[config.mk]
export PLATFORM = sky130hd
export DESIGN_NAME = pirq_ctrl
export DESIGN_NICKNAME = d
export VERILOG_FILES = /design/src/pirq_pkg.sv /design/src/pirq_pin_sync.sv /design/src/pirq_toggle_det.sv /design/src/pirq_ctrl.sv
export SDC_FILE = /design/constraint.sdc
export NUM_CORES = 1
export LEC_CHECK = 0
export ABC_AREA = 0
export BUFFER_PORTS_ARGS = -buffer_cell sky130_fd_sc_hd__buf_2
export CAP_MARGIN = 30
export CORE_ASPECT_RATIO = 0.9
export CORE_MARGIN = 4
export CORE_UTILIZATION = 50
export CTS_BUF_LIST = sky130_fd_sc_hd__clkbuf_16
export DETAILED_ROUTE_END_ITERATION = 16
export MAX_ROUTING_LAYER = met4
export PLACE_DENSITY = 0.7
export SLEW_MARGIN = 10
export SYNTH_ARGS = -nofsm -noshare
export SYNTH_HDL_FRONTEND = slang
export SYNTH_SLANG_ARGS = --single-unit
export TNS_END_PERCENT = 50
[constraint.sdc]
create_clock -name ref_clk -period 3.8 [get_ports ref_clk]
set_input_delay 0.19 -clock ref_clk [delete_from_list [all_inputs] [get_ports ref_clk]]
set_output_delay 0.19 -clock ref_clk [all_outputs]
set_load 0.005 [all_outputs]
[src/pirq_pkg.sv]
// package: register map, field positions, reset values and carrier types
package pirq_pkg;

    // =========================================================
    // register offsets
    localparam logic [7:0] PIRQ_OFS_HEALTH     = 8'h02;
    localparam logic [7:0] PIRQ_OFS_SUP_MASK   = 8'h03;
    localparam logic [7:0] PIRQ_OFS_EVT_MASK   = 8'h04;
    localparam logic [7:0] PIRQ_OFS_SUP_CAUSE  = 8'h05;
    localparam logic [7:0] PIRQ_OFS_EVT_CAUSE  = 8'h06;
    localparam logic [7:0] PIRQ_OFS_FAULT_MASK = 8'h07;
    localparam logic [7:0] PIRQ_OFS_MODE_CTRL  = 8'h08;

    // =========================================================
    // mode_request_control field positions
    localparam int PIRQ_BIT_RESET_REQ   = 0;
    localparam int PIRQ_BIT_DEFAULTS_N  = 1;
    localparam int PIRQ_BIT_SLEEP_REQ   = 6;
    localparam int PIRQ_BIT_STANDBY     = 7;

    // event source positions in event mask and event cause
    localparam int PIRQ_EVT_ADC_LO      = 0;
    localparam int PIRQ_EVT_ADC_HI      = 1;
    localparam int PIRQ_EVT_CHARGER     = 2;
    localparam int PIRQ_EVT_THERMAL     = 3;
    localparam int PIRQ_EVT_PIN_ONE     = 4;
    localparam int PIRQ_EVT_PIN_TWO     = 5;
    localparam int PIRQ_EVT_ANALOG_HIZ  = 6;
    localparam int PIRQ_EVT_ADC_DONE    = 7;

    // =========================================================
    // reset values
    localparam logic [7:0] PIRQ_RST_FAULT_MASK = 8'hFF;
    localparam logic [7:0] PIRQ_RST_SUP_MASK   = 8'h00;
    localparam logic [7:0] PIRQ_RST_EVT_MASK   = 8'h00;
    localparam logic [7:0] PIRQ_RST_CAUSE      = 8'h00;
    localparam logic [7:0] PIRQ_RST_MODE_CTRL  = 8'h00;

    // =========================================================
    // carriers
    typedef struct packed {
        logic       wr;
        logic       rd;
        logic [7:0] addr;
        logic [7:0] wdata;
    } pirq_reg_req_type;

    typedef struct packed {
        logic       reset_req;
        logic       sleep_req;
        logic       buck_standby_request;
        logic       supply_fault;
    } pirq_seq_type;

endpackage

[src/pirq_pin_sync.sv]
// module: three-stage pin synchroniser with agreement filter
`timescale 1ns/1ps
module pirq_pin_sync
    import pirq_pkg::*;
#(
    parameter int WIDTH = 2
)
(
    // clock and control
    input  wire logic             ref_clk,
    input  wire logic             sys_rst,
    input  wire logic             clk_en,
    // pins in, filtered levels out
    input  wire logic [WIDTH-1:0] pin_in,
    output logic      [WIDTH-1:0] pin_level
);
    typedef struct packed {
        logic [WIDTH-1:0] s1;
        logic [WIDTH-1:0] s2;
        logic [WIDTH-1:0] s3;
        logic [WIDTH-1:0] lvl;
    } pirq_sync_state_type;

    pirq_sync_state_type st_reg;
    pirq_sync_state_type st_next;

    // =========================================================
    // filter: level moves only when stages two and three agree
    always_comb
    begin
        st_next    = st_reg;
        st_next.s1 = pin_in;
        st_next.s2 = st_reg.s1;
        st_next.s3 = st_reg.s2;
        for (int i = 0; i < WIDTH; i++)
        begin
            if (st_reg.s2[i] == st_reg.s3[i])
            begin
                st_next.lvl[i] = st_reg.s3[i];
            end
        end
    end

    always_ff @(posedge ref_clk)
    begin
        if (sys_rst)
        begin
            st_reg <= '0;
        end
        else if (clk_en)
        begin
            st_reg <= st_next;
        end
    end

    assign pin_level = st_reg.lvl;
endmodule

[src/pirq_toggle_det.sv]
// module: per-bit toggle detector against the previous clock's sample
`timescale 1ns/1ps
module pirq_toggle_det
    import pirq_pkg::*;
#(
    parameter int WIDTH = 8
)
(
    // clock and control
    input  wire logic             ref_clk,
    input  wire logic             sys_rst,
    input  wire logic             clk_en,
    // watched bits and their toggles
    input  wire logic [WIDTH-1:0] watch_in,
    output logic      [WIDTH-1:0] prev_out,
    output logic      [WIDTH-1:0] toggle
);
    typedef struct packed {
        logic             primed;
        logic [WIDTH-1:0] prev;
    } pirq_tog_state_type;

    pirq_tog_state_type st_reg;
    pirq_tog_state_type st_next;

    always_comb
    begin
        st_next.primed = 1'b1;
        st_next.prev   = watch_in;
    end

    always_ff @(posedge ref_clk)
    begin
        if (sys_rst)
        begin
            st_reg <= '0;
        end
        else if (clk_en)
        begin
            st_reg <= st_next;
        end
    end

    // no toggle before the first sample, so reset is not an event
    genvar g;
    generate
        for (g = 0; g < WIDTH; g++)
        begin : g_bit
            assign toggle[g] = st_reg.primed
                               & (watch_in[g] ^ st_reg.prev[g]);
        end
    endgenerate

    assign prev_out = st_reg.prev;
endmodule

[src/pirq_ctrl.sv]
// module: sequencing request and host interrupt register block
//
// Contract
// - control bit 0 requests reset, self clears
// - control bit 6 requests sleep, self clears
// - control bit 7 holds bucks in standby
// - defaults flag forced low on defaults reload
// - offset 02 reports supply faults, read only
// - unmasked supply toggle signals fault transition
// - supply fault ignores pending interrupt state
// - offset 03 masks supply interrupt sources
// - offset 04 masks eight event sources
// - set cause bits, then drive line low
// - line low freezes cause, ignores changes
// - host clears supply cause bit, line released
// - no timeout on pending interrupt
// - new interrupt only after line high
// - general pin edges raise interrupts
// - cause registers at 05 and 06
// - system reset low blocks interrupts
// - fault mask resets to all masked
`timescale 1ns/1ps
module pirq_ctrl
    import pirq_pkg::*;
#(
    parameter int NSUP = 8
)
(
    // clock, reset, enable
    input  wire logic               ref_clk,
    input  wire logic               sys_rst,
    input  wire logic               clk_en,
    // defaults reload strobes and the system reset pin
    input  wire logic               uvlo_reload,
    input  wire logic               hardware_reset_in_n,
    input  wire logic               system_reset_out_n,
    // register access from the serial slave
    input  wire pirq_reg_req_type   reg_req,
    output logic [7:0]              reg_rdata,
    output logic                    reg_rvalid,
    // monitored status
    input  wire logic [NSUP-1:0]    supply_fault_raw,
    input  wire logic               adc_done,
    input  wire logic               analog_hiz,
    input  wire logic               thermal_fault,
    input  wire logic               charger_change,
    input  wire logic               adc_above_high,
    input  wire logic               adc_below_low,
    // general pins and their input configuration
    input  wire logic               general_pin_one,
    input  wire logic               general_pin_two,
    input  wire logic [1:0]         pin_is_input,
    // to the sequencer and the host
    output pirq_seq_type            seq_out,
    output logic                    host_int_n
);
    import pirq_pkg::*;

    // =========================================================
    // state
    typedef struct packed {
        logic [7:0]   health;
        logic [7:0]   sup_mask;
        logic [7:0]   evt_mask;
        logic [7:0]   sup_cause;
        logic [7:0]   evt_cause;
        logic [7:0]   fault_mask;
        logic [7:0]   mode_ctrl;
        logic         pending;
        logic         sys_rst_out_n;
        logic [7:0]   rdata;
        logic         rvalid;
        pirq_seq_type seq;
    } pirq_ctrl_state_type;

    pirq_ctrl_state_type st_reg;
    pirq_ctrl_state_type st_next;

    logic [1:0]  pin_level;
    logic [1:0]  async_lvl;
    logic [7:0]  evt_now;
    logic [7:0]  sup_tog;
    logic [7:0]  evt_tog;
    logic [7:0]  sup_hit;
    logic [7:0]  evt_hit;
    logic        wr_sup_cause;
    logic        defaults_reload;

    // =========================================================
    // pins from outside the clock domain
    pirq_pin_sync #(.WIDTH(2)) u_pins (
        .ref_clk   (ref_clk),
        .sys_rst   (sys_rst),
        .clk_en    (clk_en),
        .pin_in    ({general_pin_two, general_pin_one}),
        .pin_level (pin_level)
    );

    // reset pins enter inverted, so a freshly cleared sync reads released
    // and no false reload or block follows the block's own reset
    pirq_pin_sync #(.WIDTH(2)) u_resets (
        .ref_clk   (ref_clk),
        .sys_rst   (sys_rst),
        .clk_en    (clk_en),
        .pin_in    ({~system_reset_out_n, ~hardware_reset_in_n}),
        .pin_level (async_lvl)
    );

    // =========================================================
    // event vector in event mask order
    always_comb
    begin
        evt_now                      = 8'h00;
        evt_now[PIRQ_EVT_ADC_DONE]   = adc_done;
        evt_now[PIRQ_EVT_ANALOG_HIZ] = analog_hiz;
        evt_now[PIRQ_EVT_PIN_TWO]    = pin_level[1] & pin_is_input[1];
        evt_now[PIRQ_EVT_PIN_ONE]    = pin_level[0] & pin_is_input[0];
        evt_now[PIRQ_EVT_THERMAL]    = thermal_fault;
        evt_now[PIRQ_EVT_CHARGER]    = charger_change;
        evt_now[PIRQ_EVT_ADC_HI]     = adc_above_high;
        evt_now[PIRQ_EVT_ADC_LO]     = adc_below_low;
    end

    // status register samples the comparators so toggles are clean
    pirq_toggle_det #(.WIDTH(8)) u_sup_tog (
        .ref_clk  (ref_clk),
        .sys_rst  (sys_rst),
        .clk_en   (clk_en),
        .watch_in (st_reg.health),
        .prev_out (),
        .toggle   (sup_tog)
    );

    // pin edges of either direction toggle the level
    pirq_toggle_det #(.WIDTH(8)) u_evt_tog (
        .ref_clk  (ref_clk),
        .sys_rst  (sys_rst),
        .clk_en   (clk_en),
        .watch_in (evt_now),
        .prev_out (),
        .toggle   (evt_tog)
    );

    assign sup_hit = sup_tog & ~st_reg.sup_mask;
    assign evt_hit = evt_tog & ~st_reg.evt_mask;
    assign wr_sup_cause = reg_req.wr && (reg_req.addr == PIRQ_OFS_SUP_CAUSE);
    assign defaults_reload = uvlo_reload | async_lvl[0];

    // =========================================================
    // next state
    always_comb
    begin
        st_next               = st_reg;
        st_next.health        = supply_fault_raw[7:0];
        st_next.sys_rst_out_n = ~async_lvl[1];
        st_next.rvalid        = 1'b0;

        // request bits self clear one clock after they are written
        st_next.mode_ctrl[PIRQ_BIT_RESET_REQ] = 1'b0;
        st_next.mode_ctrl[PIRQ_BIT_SLEEP_REQ] = 1'b0;

        // register writes; status and event cause are read only
        if (reg_req.wr)
        begin
            case (reg_req.addr)
                PIRQ_OFS_SUP_MASK:   st_next.sup_mask   = reg_req.wdata;
                PIRQ_OFS_EVT_MASK:   st_next.evt_mask   = reg_req.wdata;
                PIRQ_OFS_FAULT_MASK: st_next.fault_mask = reg_req.wdata;
                PIRQ_OFS_MODE_CTRL:  st_next.mode_ctrl  = reg_req.wdata;
                PIRQ_OFS_SUP_CAUSE:
                    st_next.sup_cause = st_reg.sup_cause & reg_req.wdata;
                default:             st_next.mode_ctrl  = st_next.mode_ctrl;
            endcase
        end

        // pending clears when a supply cause write clears any set cause bit
        if (st_reg.pending && wr_sup_cause
            && ((st_reg.sup_cause & reg_req.wdata) != st_reg.sup_cause))
        begin
            st_next.pending = 1'b0;
        end

        // capture happens only while the line is high; no timeout path
        if (!st_reg.pending && st_reg.sys_rst_out_n
            && ((sup_hit | evt_hit) != 8'h00))
        begin
            st_next.sup_cause = sup_hit;
            st_next.evt_cause = evt_hit;
            st_next.pending   = 1'b1;
        end
        // while pending, cause contents stay latched apart from clears

        if (!st_reg.sys_rst_out_n)
        begin
            st_next.pending = 1'b0;
        end

        if (defaults_reload)
        begin
            st_next.sup_mask   = PIRQ_RST_SUP_MASK;
            st_next.evt_mask   = PIRQ_RST_EVT_MASK;
            st_next.fault_mask = PIRQ_RST_FAULT_MASK;
            st_next.mode_ctrl  = PIRQ_RST_MODE_CTRL;
            st_next.sup_cause  = PIRQ_RST_CAUSE;
            st_next.evt_cause  = PIRQ_RST_CAUSE;
            st_next.pending    = 1'b0;
            st_next.mode_ctrl[PIRQ_BIT_DEFAULTS_N] = 1'b0;
        end

        // sequencer outputs
        st_next.seq.reset_req = st_reg.mode_ctrl[PIRQ_BIT_RESET_REQ];
        st_next.seq.sleep_req = st_reg.mode_ctrl[PIRQ_BIT_SLEEP_REQ];
        st_next.seq.buck_standby_request =
            st_reg.mode_ctrl[PIRQ_BIT_STANDBY];
        st_next.seq.supply_fault =
            |(sup_tog & ~st_reg.fault_mask);

        // read port: one-cycle answer
        if (reg_req.rd)
        begin
            st_next.rvalid = 1'b1;
            case (reg_req.addr)
                PIRQ_OFS_HEALTH:     st_next.rdata = st_reg.health;
                PIRQ_OFS_SUP_MASK:   st_next.rdata = st_reg.sup_mask;
                PIRQ_OFS_EVT_MASK:   st_next.rdata = st_reg.evt_mask;
                PIRQ_OFS_SUP_CAUSE:  st_next.rdata = st_reg.sup_cause;
                PIRQ_OFS_EVT_CAUSE:  st_next.rdata = st_reg.evt_cause;
                PIRQ_OFS_FAULT_MASK: st_next.rdata = st_reg.fault_mask;
                PIRQ_OFS_MODE_CTRL:  st_next.rdata = st_reg.mode_ctrl;
                default:             st_next.rdata = 8'h00;
            endcase
        end
    end

    // =========================================================
    // registers
    always_ff @(posedge ref_clk)
    begin
        if (sys_rst)
        begin
            st_reg               <= '0;
            st_reg.fault_mask    <= PIRQ_RST_FAULT_MASK;
            st_reg.sup_mask      <= PIRQ_RST_SUP_MASK;
            st_reg.evt_mask      <= PIRQ_RST_EVT_MASK;
            st_reg.mode_ctrl     <= PIRQ_RST_MODE_CTRL;
        end
        else if (clk_en)
        begin
            st_reg <= st_next;
        end
    end

    // =========================================================
    // outputs, all from flip-flops
    assign reg_rdata  = st_reg.rdata;
    assign reg_rvalid = st_reg.rvalid;
    assign seq_out    = st_reg.seq;
    assign host_int_n = ~st_reg.pending;
endmodule

==> reports/qor.csv <==
metric,value,unit
drt drc,0,
WL final,13.2,mm
vias in the first global route,3749,
routed wl met2,5.91,mm
met1 WL,6.14,mm
Max-slew headroom,0.500,
TritonCTS clock tree,built,
RSZ-0062 raised after global routing,no,
CP Data Arrival Time,2610,ps
die width,113,µm
P_leak,2.28,nW
combinational share of power,0.110,
Required @ worst endpoint,4060,ps
crit path kind,flop to flop,
crit-path max FO,17,
leading area contributor after synthesis,dfxtp_1,
wire length per cell,19.3,µm
final setup violating endpoints,0,
post-synthesis net count,571,
mapped cell area,0.00495,mm²
Ports,56,
Syn. warnings,0,
number of hold buffers added after CTS,0,
Inserted Clock Buffers,9,
CTS root buffer,clkbuf_16,
ant diodes,0,
Worst setup EP type,flop,
TNS Setup,0,ps
Pwr per Cell Area,429,mW/mm²
Area Overhead vs Synth,10.4,%
min Tclk post-route,2350,ps
clock transition at the registers of the reported paths,70,ps
Core Rows,34,
fin cells,687,
Tot GR Track Use,0.239,
share of cells above drive strength 1,0.182,
1st-pass router iterations,5,
vias,4147,
clock share of power,0.399,
Max VDD drop,413,µV
placed inst area,0.00516,mm²
Die Y,102,µm
GRT overflow,0,
most common library cells after synthesis,"dfxtp_1, nor2_1, mux2i_1",
initial core utilization,0.512,
Worst Skew,7.47,ps
final core utilization,0.565,
main area contributors after synthesis,"dfxtp_1, mux2i_1, nor2_1",
worst min-delay path class,input port to flop,
initial antenna violation count,0,
Synth top area share,0.421,
final clock period utilization by the worst path,0.618,
DR WL met3,894,µm
switching part of the total,0.261,
Synth Flop Type,dfxtp_1,
Reg power frac,0.491,
Core ar.,0.00966,mm²
final instance area,0.00546,mm²
final hold vios,0,
Synth Instances,529,
H-tree depth,3,
max reg flops,55,
most instantiated library cell after synthesis,dfxtp_1,
Via-to-Cell Ratio,6.04,
count of input and output buffers,55,
first-pass GRT wire length,20.6,mm
top sig layer,met4,
buffer depth of the longest clock path,2,
slew at the pin closest to its max-slew limit,744,ps
Synth cell types,53,
Net Sw Power,611,µW
number of gates resized after cts,0,
"Clk Latency, worst-skew pair",350,ps
nets,598,
Int Pwr,1.73,mW
Final ANT Viol Nets,0,
FMAX,0.426,GHz
largest net degree at the start of global routing,63,
postcts setup bufs,0,
HPWL after DPL,9.53,mm
Final Max Slew Viols,0,
"Seq/Total Area, Yosys",0.421,
asr flop ratio synth,0,
gpl congestion,0.955,
number of synthesized flops with an enable pin,0,
initial DRC count,360,
crit path launch type,flop,
Max Cap Viol,0,
Cells after DPL,670,
syn avg cell area,9.35,µm²
CTS sink cnt,104,
status,"complete, no violations",
die footprint,0.0115,mm²
Yosys reg bits,104,
metal layers:
metal / GRT usage / vias up
li1: - / 1968
met1: 0.327 / 2002
met2: 0.348 / 157
met3: 0.0497 / 20
met4: 0.0906 / 0
met5: - / -
final cells by class:
cell class	instances	area (µm²)
Fill cell	874	4200
Timing Repair Buffer	59	303
Sequential cell	104	2080
Clock buffer	9	225
Clock inverter	7	71.3
Inverter	16	60.1
Multi-Input combinational cell	366	2560
Tap cell	126	158
critical path, cell delays in order (launching register included):
cell and delay [ps]:
dfxtp_1 370, inv_2 250, o32ai_1 140, or4_4 610, o41ai_4 610, a32oi_1 170, o21ai_0 110
cells in the final DEF (no fill, tap or decap), drive strengths merged, types with 4 or more instances in the layout:
cell | Yosys | final
or3 | 4 | 4
mux2i | 68 | 68
nor2 | 76 | 76
o221ai | 8 | 8
nor3 | 14 | 14
xnor2 | 14 | 14
dfxtp | 104 | 104
a22oi | 24 | 24
and2 | 10 | 10
inv | 15 | 17
buf | 26 | 59
nand3 | 6 | 6
o21ai | 17 | 17
mux2 | 8 | 8
nand2b | 4 | 4
o22ai | 8 | 8
a21oi | 19 | 19
nand2 | 21 | 21
a21o | 4 | 4
or4 | 5 | 5
a32oi | 8 | 8
a211oi | 6 | 6
clkbuf | 17 | 9
o211ai | 8 | 8
o32ai | 4 | 4
a22o | 8 | 8
path summary, 6_finish.rpt:
kind	startpoint	endpoint	slack (ps)	cells after the start
worst max-delay path	u_evt_tog.st_reg[8]	st_reg[44]	1450	6
worst min register to register	seq_out[0]	seq_out[0]	470	2
worst min-delay path	system_reset_out_n	u_resets.st_next[5]	10	2
worst max register to register	u_evt_tog.st_reg[8]	st_reg[44]	1450	6
metrics by stage:
step                setup WS, ps  total power, mW  hold slack (ps)
global route                1350             2.43             1.12
finish                      1450             2.34             11.9
floorplan                   1780             1.34              289
global placement            1310             1.42              375
detailed placement          1180             1.43              378
CTS                         1480             2.35             3.53
power by group through the flow:
stage                     Combinational, mW  Clock [mW]  Sequential, mW
after floorplan                       0.179           0            1.17
after global placement                0.248           0            1.17
after detailed placement              0.253           0            1.17
after CTS                             0.254       0.949            1.15
after global routing                  0.277       0.996            1.15
final                                 0.257       0.934            1.15
logic make-up (layout without fill, tap and decap cells):
group	Yosys count	count (layout)	share of synthesized area
multiplexers	76	76	0.156
buffers and inverters	59	91	0.0612
AND/OR/NAND/NOR	154	154	0.153
flip-flops	104	104	0.421
AO/OA/AOI/OAI	122	122	0.181
XOR/XNOR	14	14	0.0278
(Power assumes the default switching activity.)
